**src/core/bcg_pkg.sv**
```systemverilog
// Constants and types shared by the bridge control and GPIO register bank
package bcg_pkg;
  // Word offsets of the bank, byte addresses on the bus
  localparam logic [7:0] BCG_OFF_RSVD = 8'h74;
  localparam logic [7:0] BCG_OFF_CTRL = 8'h78;
  // Bridge control field positions
  localparam int BCG_B_SERR_FWD = 2;
  localparam int BCG_B_SEC_RST = 3;
  localparam int BCG_B_VGA_LO = 4;
  localparam int BCG_B_VGA16 = 6;
  localparam int BCG_B_MA_MODE = 7;
  localparam int BCG_B_PRI_MTO = 8;
  localparam int BCG_B_SEC_MTO = 9;
  localparam int BCG_B_MTO_STS = 10;
  localparam int BCG_B_DT_ERR = 11;
  // GPIO field positions (low bit of each nibble)
  localparam int BCG_B_GPO_CLR = 12;
  localparam int BCG_B_GPO_SET = 16;
  localparam int BCG_B_GPOE_CLR = 20;
  localparam int BCG_B_GPOE_SET = 24;
  localparam int BCG_B_GPI = 28;
  localparam int BCG_GPIO_N = 4;
  // Reset values, everything comes up zero
  localparam logic [3:0] BCG_GPIO_RST = 4'h0;
  localparam logic [1:0] BCG_VGA_RST = 2'h0;
  // VGA enable encodings
  localparam logic [1:0] BCG_VGA_OFF = 2'h0;
  localparam logic [1:0] BCG_VGA_P2S = 2'h1;
  localparam logic [1:0] BCG_VGA_S2P = 2'h2;
  // Discard timer lengths in PCI clock cycles
  localparam int BCG_DT_LONG_CYC = 2 ** 15;
  localparam int BCG_DT_SHORT_CYC = 2 ** 10;
  localparam int BCG_DT_W = 16;
  // Hidden master-abort reads and unmapped reads
  localparam logic [31:0] BCG_ALL_ONES = 32'hFFFFFFFF;
  localparam logic [31:0] BCG_ZERO = 32'h00000000;

  // Software-held bridge control bits
  typedef struct packed {
    logic discard_error_signal_enable;
    logic mto_sts;
    logic sec_mto;
    logic pri_mto;
    logic ma_mode;
    logic vga16;
    logic [1:0] vga_en;
    logic sec_rst;
    logic syserr_forwarding_enable;
  } bcg_ctl_t;

  // One transaction offered for VGA decode
  typedef struct packed {
    logic valid;
    logic is_io;
    logic from_sec;
    logic [31:0] addr;
  } bcg_vga_req_t;
endpackage

```
**src/core/bcg_bank.sv**
```systemverilog
// Bridge control, discard timer and GPIO register bank with Wishbone slave
//
// The Wishbone interface to the registers was decided locally.
`timescale 1ns/1ps
`default_nettype none

// What this block does
// - Forward mode: enabled secondary errors become messages
// - Reverse mode: forwarding enable ignores writes
// - Forward mode: reset bit drives secondary reset
// - Reverse mode: reset bit makes link hot reset
// - VGA field 00: claim no VGA traffic
// - VGA field 01: forward primary to secondary
// - VGA field 10: forward secondary to primary
// - VGA I/O decode 10 or 16 bits
// - Hidden master abort: all-ones reads, drop writes
// - Reported master abort: target abort else error
// - Primary discard timer 2^15 or 2^10 cycles
// - Forward mode: primary timeout bit read-only, ignored
// - Secondary discard timer 2^15 or 2^10 cycles
// - Reverse mode: secondary timeout bit read-only, ignored
// - Timeout status sticky until written one
// - Timer expiry raises message or system error
// - GPIO output write-one set and clear
// - GPIO enable write-one set and clear
// - GPIO input field reads sampled pins
module bcg_bank
  import bcg_pkg::*;
#(
  parameter int DT_LONG_CYC = BCG_DT_LONG_CYC // Long discard length, shorten in simulation
) (
  input wire logic core_clk,
  input wire logic reset_n,
  input wire logic clk_en,
  // Wishbone classic slave
  input wire logic wb_cyc_i,
  input wire logic wb_stb_i,
  input wire logic wb_we_i,
  input wire logic [7:0] wb_adr_i,
  input wire logic [3:0] wb_sel_i,
  input wire logic [31:0] wb_dat_i,
  output logic [31:0] wb_dat_o,
  output logic wb_ack_o,
  // Bridge mode strap and pins
  input wire logic reverse_mode,
  input wire logic sec_syserr_n,
  input wire logic [3:0] gpio_in,
  output logic [3:0] gpio_out,
  output logic [3:0] gpio_oe,
  output logic sec_bus_reset_n,
  output logic link_hot_reset,
  output logic system_error_n,
  // Error message request toward the link
  input wire logic err_fatal_sel,
  input wire logic serr_enable,
  output logic err_msg,
  output logic err_msg_fatal,
  // VGA decode
  input wire bcg_vga_req_t vga_req,
  output logic vga_claim,
  // Master abort handling
  input wire logic ma_event,
  input wire logic ma_is_read,
  input wire logic ma_ta_possible,
  output logic ma_target_abort,
  output logic ma_fill_ones,
  output logic ma_drop_write,
  // Delayed completion waiting, one per side (0 primary, 1 secondary)
  input wire logic [1:0] dc_pending,
  output logic [1:0] dc_discard
);

  // Reset release chain
  logic [1:0] rst_sync_r;
  logic rst_n;

  // Async assert, clocked release so the bank leaves reset cleanly
  always_ff @(posedge core_clk or negedge reset_n) begin
    if (!reset_n) begin
      rst_sync_r <= 2'h0;
    end else begin
      rst_sync_r <= {rst_sync_r[0], 1'b1};
    end
  end
  assign rst_n = rst_sync_r[1];

  // Pin synchronisers: stage one is read only by stage two
  logic [5:0] pin_s1_r;
  logic [5:0] pin_s2_r;
  logic serr_d_r; // Previous synced error level, for edge detect
  wire rev = pin_s2_r[5];
  wire serr_sync_n = pin_s2_r[4];
  wire [3:0] gpio_sync = pin_s2_r[3:0];

  // Two flops per outside pin
  always_ff @(posedge core_clk or negedge rst_n) begin
    if (!rst_n) begin
      pin_s1_r <= 6'h30;
      pin_s2_r <= 6'h30;
      serr_d_r <= 1'b1;
    end else if (clk_en) begin
      pin_s1_r <= {reverse_mode, sec_syserr_n, gpio_in};
      pin_s2_r <= pin_s1_r;
      serr_d_r <= serr_sync_n;
    end
  end

  // Bus decode
  logic ack_r;
  wire req = wb_cyc_i & wb_stb_i;
  wire hit_ctl = (wb_adr_i[7:2] == BCG_OFF_CTRL[7:2]);
  // A write lands on the edge where the master sees ack
  wire wr_fire = req & wb_we_i & ack_r;
  wire wr_ctl = wr_fire & hit_ctl;
  wire [31:0] be = {{8{wb_sel_i[3]}}, {8{wb_sel_i[2]}}, {8{wb_sel_i[1]}}, {8{wb_sel_i[0]}}};
  wire [31:0] wmask = wr_ctl ? (be & wb_dat_i) : BCG_ZERO;
  wire [31:0] wval = be & wb_dat_i;

  // Control state
  bcg_ctl_t ctl_r;
  bcg_ctl_t ctl_nxt;
  logic [3:0] gpo_r;
  logic [3:0] gpo_nxt;
  logic [3:0] gpoe_r;
  logic [3:0] gpoe_nxt;
  logic [1:0] dt_exp; // Timer expiry strobes

  // Next value of the control bits
  always_comb begin
    ctl_nxt = ctl_r;
    if (wr_ctl && wb_sel_i[0]) begin
      if (!rev) begin
        ctl_nxt.syserr_forwarding_enable = wval[BCG_B_SERR_FWD];
      end
      ctl_nxt.sec_rst = wval[BCG_B_SEC_RST];
      ctl_nxt.vga_en = wval[BCG_B_VGA_LO +: 2];
      ctl_nxt.vga16 = wval[BCG_B_VGA16];
      ctl_nxt.ma_mode = wval[BCG_B_MA_MODE];
    end
    if (wr_ctl && wb_sel_i[1]) begin
      // primary timeout bit frozen in forward
      if (rev) begin
        ctl_nxt.pri_mto = wval[BCG_B_PRI_MTO];
      end
      // secondary timeout bit frozen in reverse
      if (!rev) begin
        ctl_nxt.sec_mto = wval[BCG_B_SEC_MTO];
      end
      ctl_nxt.discard_error_signal_enable = wval[BCG_B_DT_ERR];
    end
    // sticky status, a new expiry beats the clear
    // a written zero keeps the status
    ctl_nxt.mto_sts = (|dt_exp) | (ctl_r.mto_sts & ~wmask[BCG_B_MTO_STS]);
  end

  // output set and clear, set wins on a clash
  assign gpo_nxt = (gpo_r & ~wmask[BCG_B_GPO_CLR +: 4]) | wmask[BCG_B_GPO_SET +: 4];
  assign gpoe_nxt = (gpoe_r & ~wmask[BCG_B_GPOE_CLR +: 4]) | wmask[BCG_B_GPOE_SET +: 4];

  // Register update, short on purpose
  always_ff @(posedge core_clk or negedge rst_n) begin
    if (!rst_n) begin
      ctl_r <= '0;
      gpo_r <= BCG_GPIO_RST;
      gpoe_r <= BCG_GPIO_RST;
    end else if (clk_en) begin
      ctl_r <= ctl_nxt;
      gpo_r <= gpo_nxt;
      gpoe_r <= gpoe_nxt;
    end
  end

  // Read data mux; the set/clear nibbles read back the live state
  wire [31:0] ctl_word = {gpio_sync, gpoe_r, gpoe_r, gpo_r, gpo_r,
                          ctl_r.discard_error_signal_enable, ctl_r.mto_sts, ctl_r.sec_mto,
                          ctl_r.pri_mto, ctl_r.ma_mode, ctl_r.vga16, ctl_r.vga_en,
                          ctl_r.sec_rst, ctl_r.syserr_forwarding_enable, 2'h0};
  // input nibble is the synced pin level
  wire [31:0] rd_word = hit_ctl ? ctl_word : BCG_ZERO;

  // One wait state, ack drops the cycle after it was given
  always_ff @(posedge core_clk or negedge rst_n) begin
    if (!rst_n) begin
      ack_r <= 1'b0;
      wb_dat_o <= BCG_ZERO;
    end else if (clk_en) begin
      ack_r <= req & ~ack_r;
      wb_dat_o <= (req & ~ack_r & ~wb_we_i) ? rd_word : BCG_ZERO;
    end
  end
  assign wb_ack_o = ack_r;

  // Discard timers, one per side
  logic [BCG_DT_W-1:0] dt_cnt_r [2];
  logic [1:0] dt_short;
  // Forward ignores primary bit, reverse ignores secondary bit
  // primary select forced long in forward
  assign dt_short[0] = rev & ctl_r.pri_mto;
  // secondary select forced long in reverse
  assign dt_short[1] = ~rev & ctl_r.sec_mto;

  genvar gi;
  generate
    for (gi = 0; gi < 2; gi++) begin : g_dt
      wire [BCG_DT_W-1:0] lim = dt_short[gi] ? BCG_DT_W'(BCG_DT_SHORT_CYC - 1)
                                             : BCG_DT_W'(DT_LONG_CYC - 1);
      // expiry after the selected cycle count
      assign dt_exp[gi] = clk_en & dc_pending[gi] & (dt_cnt_r[gi] == lim);
      // Count while a completion waits, restart on expiry or pickup
      always_ff @(posedge core_clk or negedge rst_n) begin
        if (!rst_n) begin
          dt_cnt_r[gi] <= '0;
        end else if (clk_en) begin
          if (!dc_pending[gi] || dt_exp[gi]) begin
            dt_cnt_r[gi] <= '0;
          end else begin
            dt_cnt_r[gi] <= dt_cnt_r[gi] + 1'b1;
          end
        end
      end
    end
  endgenerate

  // Event decode
  wire serr_fall = serr_d_r & ~serr_sync_n;
  // forward mode conversion of secondary system errors
  wire fwd_serr = ~rev & ctl_r.syserr_forwarding_enable & serr_fall;
  // expiry error, message forward or system error reverse
  wire dt_err = (|dt_exp) & ctl_r.discard_error_signal_enable;
  wire ma_rep = ma_event & ctl_r.ma_mode;
  // target abort when possible, else system error if enabled
  wire ma_serr = ma_rep & ~ma_ta_possible & serr_enable;
  wire msg_go = fwd_serr | (dt_err & ~rev);
  wire serr_go = (dt_err & rev) | ma_serr;

  // VGA decode
  wire vga_mem = (vga_req.addr[31:17] == 15'h0005);
  wire [9:0] a10 = vga_req.addr[9:0];
  wire vga_io_lo = ((a10 >= 10'h3B0) && (a10 <= 10'h3BB)) ||
                   ((a10 >= 10'h3C0) && (a10 <= 10'h3DF));
  // upper bits must be zero only for 16-bit decode
  wire vga_io = vga_io_lo & (~ctl_r.vga16 | (vga_req.addr[15:10] == 6'h00));
  wire vga_hit = vga_req.valid & (vga_req.is_io ? vga_io : vga_mem);
  // direction gate, 00 and 11 claim nothing
  wire vga_dir = ((ctl_r.vga_en == BCG_VGA_P2S) & ~vga_req.from_sec) |
                 ((ctl_r.vga_en == BCG_VGA_S2P) & vga_req.from_sec);

  // Registered outputs
  always_ff @(posedge core_clk or negedge rst_n) begin
    if (!rst_n) begin
      sec_bus_reset_n <= 1'b1;
      link_hot_reset <= 1'b0;
      system_error_n <= 1'b1;
      err_msg <= 1'b0;
      err_msg_fatal <= 1'b0;
      vga_claim <= 1'b0;
      ma_target_abort <= 1'b0;
      ma_fill_ones <= 1'b0;
      ma_drop_write <= 1'b0;
      dc_discard <= 2'h0;
      gpio_out <= BCG_GPIO_RST;
      gpio_oe <= BCG_GPIO_RST;
    end else if (clk_en) begin
      // secondary bus reset held while the bit is set in forward mode
      sec_bus_reset_n <= ~(ctl_r.sec_rst & ~rev);
      // link hot reset in reverse mode
      link_hot_reset <= ctl_r.sec_rst & rev;
      system_error_n <= ~serr_go;
      err_msg <= msg_go;
      err_msg_fatal <= msg_go & err_fatal_sel;
      vga_claim <= vga_hit & vga_dir;
      ma_target_abort <= ma_rep & ma_ta_possible;
      // hidden abort: fill reads, drop writes
      ma_fill_ones <= ma_event & ~ctl_r.ma_mode & ma_is_read;
      ma_drop_write <= ma_event & ~ctl_r.ma_mode & ~ma_is_read;
      dc_discard <= dt_exp;
      gpio_out <= gpo_r;
      gpio_oe <= gpoe_r;
    end
  end
endmodule

`default_nettype wire

```
**config.mk**
```make
export PLATFORM = sky130hd
export DESIGN_NAME = bcg_bank
export DESIGN_NICKNAME = d
export VERILOG_FILES = /design/src/core/bcg_pkg.sv /design/src/core/bcg_bank.sv
export SDC_FILE = /design/constraint.sdc
export NUM_CORES = 1
export LEC_CHECK = 0
export BUFFER_PORTS_ARGS = -buffer_cell sky130_fd_sc_hd__buf_2
export CAP_MARGIN = 20
export CORE_MARGIN = 2
export CORE_UTILIZATION = 50
export DETAILED_ROUTE_END_ITERATION = 7
export GPL_ROUTABILITY_DRIVEN = 0
export PLACE_DENSITY = 0.9
export SYNTH_ARGS = -nofsm -noshare
export SYNTH_HDL_FRONTEND = slang
export SYNTH_SLANG_ARGS = --single-unit
```
**constraint.sdc**
```tcl
create_clock -name core_clk -period 4.05 [get_ports core_clk]
set_input_delay 0.2025 -clock core_clk [delete_from_list [all_inputs] [get_ports core_clk]]
set_output_delay 0.2025 -clock core_clk [all_outputs]
set_load 0.01 [all_outputs]
```
==> impl_metrics.py <==
metrics = {
    "pwr": {
        "ir_worst_vdd_mv": 0.275,
        "seqPwrFrac_pct": 60.2,
        "total_power_uw": 1890,
        "pwr-share-comb_pct": 7.4,
        "p_int_uw": 1410,
        "switchingPower_uw": 483,
        "power.share.switching_pct": 25.5,
        "p_per_area_mw_per_mm2": 337,
        "power_frac_clock_pct": 32.4,
        "leakagePower_uw": 0.00282,
    },
    "finish": {
        "finalNetCount": 626,
        "fin_cells": 642,
        "syn_to_final_growth_pct": 19.1,
        "num-fill-cells": 718,
        "fin_util_pct": 61.2,
        "final_common_cell": "buf_2",
        "most-common-layout-cells": "136 x buf_2, 99 x dfrtp_1, 33 x nand2_1",
        "drive_gt1_share_pct": 38.2,
        "antenna_cells": 0,
    },
    "timing": {
        "maxSlewViolCount": 0,
        "skew_ns": 0.0151,
        "timing.final.ws_setup_ns": 1.65,
        "slew_headroom_pct": 37.1,
        "finalCritPeriodShare_pct": 59.2,
        "max_clock_freq_ghz": 0.417,
        "fin_crit_ns": 2.40,
        "worst_pin_slew_ns": 0.935,
        "rsz0062_at_grt": "false",
        "setup_tns_ns": 0,
        "finalSetupViolCount": 0,
        "hold_viol_final": 0,
    },
    "global_routing": {
        "grt_pass1_wl_microns": 17200,
        "grt_antenna_before_repair": 0,
        "gr-usage-met3_pct": 4.14,
        "met1_usage_pct": 26.6,
        "grt_overflow_total": 0,
        "met2_usage_pct": 38.0,
        "first_global_vias": 3642,
        "top_usage_layer": "met2",
        "grtUsageTotal_pct": 21.3,
        "grt_max_degree": 75,
    },
    "cts": {
        "cts_buffer_depth": 2,
        "post_cts_resized": 0,
        "numCtsBuffers": 9,
        "clock_sinks": 107,
        "post-cts-setup-buffer-count": 0,
        "clock_latency_ns": 0.37,
        "holdBufCountCts": 1,
        "cts_root_buf": "clkbuf_8",
        "cts_max_level": 3,
        "cts_tree": "yes",
        "path_clk_slew_ns": 0.10,
    },
    "worst_hold_path": {
        "worstHoldStart": "ma_is_read",
        "whs_path_depth": 2,
        "hold_class": "input pin to register",
        "whs_endpoint": "ma_drop_write$_DFFE_PN0P_",
    },
    "detailed_routing": {
        "drc": 0,
        "drt_first_pass_iters": 5,
        "avgViaCountPerCell": 5.69,
        "drt-total-wl_microns": 10600,
        "num_vias": 3650,
        "drt_iter0_markers": 202,
        "post_drt_wl_per_cell_microns": 16.5,
        "ant_nets": 0,
    },
    "floorplan": {
        "dieArea_sq_mm": 0.0102,
        "die_w_microns": 101,
        "core_sq_mm": 0.00920,
        "ios": 150,
        "row_count": 35,
        "start_util_pct": 51.4,
        "dieHeight_microns": 101,
    },
    "setup_path": {
        "crit_type": "register to register",
        "slowest_delay_ns": 0.54,
        "rr_worst_depth": 5,
        "slowest_stage": "or4_1",
        "crit_arrival_ns": 2.64,
        "reg2reg_to": "dt_cnt_r[8]$_DFFE_PN0P_",
        "path_max_fanout": 12,
        "reg2reg_slack_ns": 1.65,
        "start_kind": "register",
        "critical_path.cell_chain": "or4_1, or3_4, a211oi_1, o21a_1, nor2_1",
        "required_ns": 4.29,
        "critPathCaptureType": "register",
        "rr_startpoint": "dt_cnt_r[12]$_DFFE_PN0P_",
    },
    "placed_design": {
        "dp.cells": 624,
        "io_buffers": 136,
        "dp_slack_ns": 1.42,
        "dp_hpwl_microns": 7900,
    },
    "synthesis": {
        "async_reset_ff_share_pct": 100,
        "synth_area_per_cell_sq_um": 11.8,
        "synth_edf_count": 0,
        "netlist_instances": 401,
        "synthesis.area_sq_mm": 0.00473,
        "yosysUniqueCellTypes": 57,
        "seq_area_frac_synth_pct": 56.8,
        "synth_flop_cell": "dfrtp_1",
        "ys_ff_latch": 107,
        "yosys_warnings": 0,
    },
    "run": {
        "drv_cap": 0,
    },
    "run_status": {
        "status": "completed",
    },
}
## cells by family (layout without fill, tap and decap cells)
family,count (synthesis),after routing,share of synthesized area (%)
compound gates,68,68,12.2
xor+xnor,25,25,4.63
fa+ha+maj,2,2,0.529
buf+inv,35,164,4.21
flops,107,107,56.8
mux,29,29,6.91
other cells,2,3,0.159
simple gates,133,133,14.6
## per-stage QoR
stage          instance area, sq um  hold slack, ns
2_1_floorplan                  4730         -0.0931
3_3_place_gp                   5410         -0.0114
3_5_place_dp                   5410         -0.0107
4_1_cts                        5600          0.0135
5_1_grt                        5630          0.0128
6_report                       5630          0.0269
## worst max-delay path: cells and delay by family (launching register included)
kind	cells	cell delay (ns)
AO/OA/AOI/OAI	2	0.78
flip-flops	1	0.43
AND/OR/NAND/NOR	3	1.06
## layout make-up
cell class                      instances  area (sq um)  area share, %
Clock buffer                            9           124           2.20
Clock inverter                          7          58.8           1.04
Inverter                                7          26.3          0.467
Multi-Input combinational cell        260          1850           32.9
Sequential cell                       107          2690           47.8
Tap cell                              111           139           2.47
Timing Repair Buffer                  141           741           13.2
## cell usage after synthesis, types with 6 or more instances
cell | count | area share (%)
nor4_1 | 6 | 0.79
inv_1 | 7 | 0.56
mux2_2 | 29 | 6.9
xnor2_1 | 7 | 1.3
xor2_1 | 18 | 3.3
nor3_1 | 6 | 0.64
nand3_1 | 10 | 1.1
nor2_1 | 32 | 2.5
dfstp_2 | 7 | 3.9
buf_4 | 11 | 1.7
a22o_1 | 28 | 5.2
dfrtp_1 | 100 | 53
nand4_1 | 15 | 2.0
clkbuf_1 | 12 | 0.95
nand2_1 | 33 | 2.6
o21ai_0 | 10 | 1.1
## power groups by stage
stage / logic (uW) / clock network, uW / registers [uW]
finish: 140 / 614 / 1140
global route: 155 / 664 / 1150
CTS: 138 / 625 / 1140
detailed placement: 137 / 0 / 1160
global placement: 130 / 0 / 1160
floorplan: 67.4 / 0 / 1160
## per-layer routing
metal,up-vias,share of wire (%)
met3,12,4.9
met1,1853,42
li1,1675,-
met5,-,0
met2,110,52
met4,0,1.2
## state kept, by name, indices dropped and copies added (netlist names)
name / flops
system_error_n: 1
sec_bus_reset_n: 1
dc_discard: 2
gpoe_r: 4
dt_cnt_r: 32
ctl_r: 10
wb_dat_o: 22
ma_target_abort: 1
pin_s2_r: 6
rst_sync_r: 2
gpio_oe: 4
vga_claim: 1
wb_ack_o: 1
ma_fill_ones: 1
err_msg_fatal: 1
gpo_r: 4
ma_drop_write: 1
err_msg: 1
serr_d_r: 1
pin_s1_r: 6
link_hot_reset: 1
gpio_out: 4
## worst max-delay path by stage
stage / startpoint / to
after floorplan: rst_sync_r[1]$_DFF_PN0_ / ctl_r[0]$_DFFE_PN0P_
after global placement: clk_en / ctl_r[8]$_DFFE_PN0P_
after detailed placement: clk_en / ctl_r[8]$_DFFE_PN0P_
after CTS: dt_cnt_r[10]$_DFFE_PN0P_ / dt_cnt_r[8]$_DFFE_PN0P_
after global routing: pin_s2_r[5]$_DFFE_PN1P_ / dt_cnt_r[23]$_DFFE_PN0P_
final: dt_cnt_r[12]$_DFFE_PN0P_ / dt_cnt_r[8]$_DFFE_PN0P_
No activity file was read; power rests on OpenSTA's default activity.
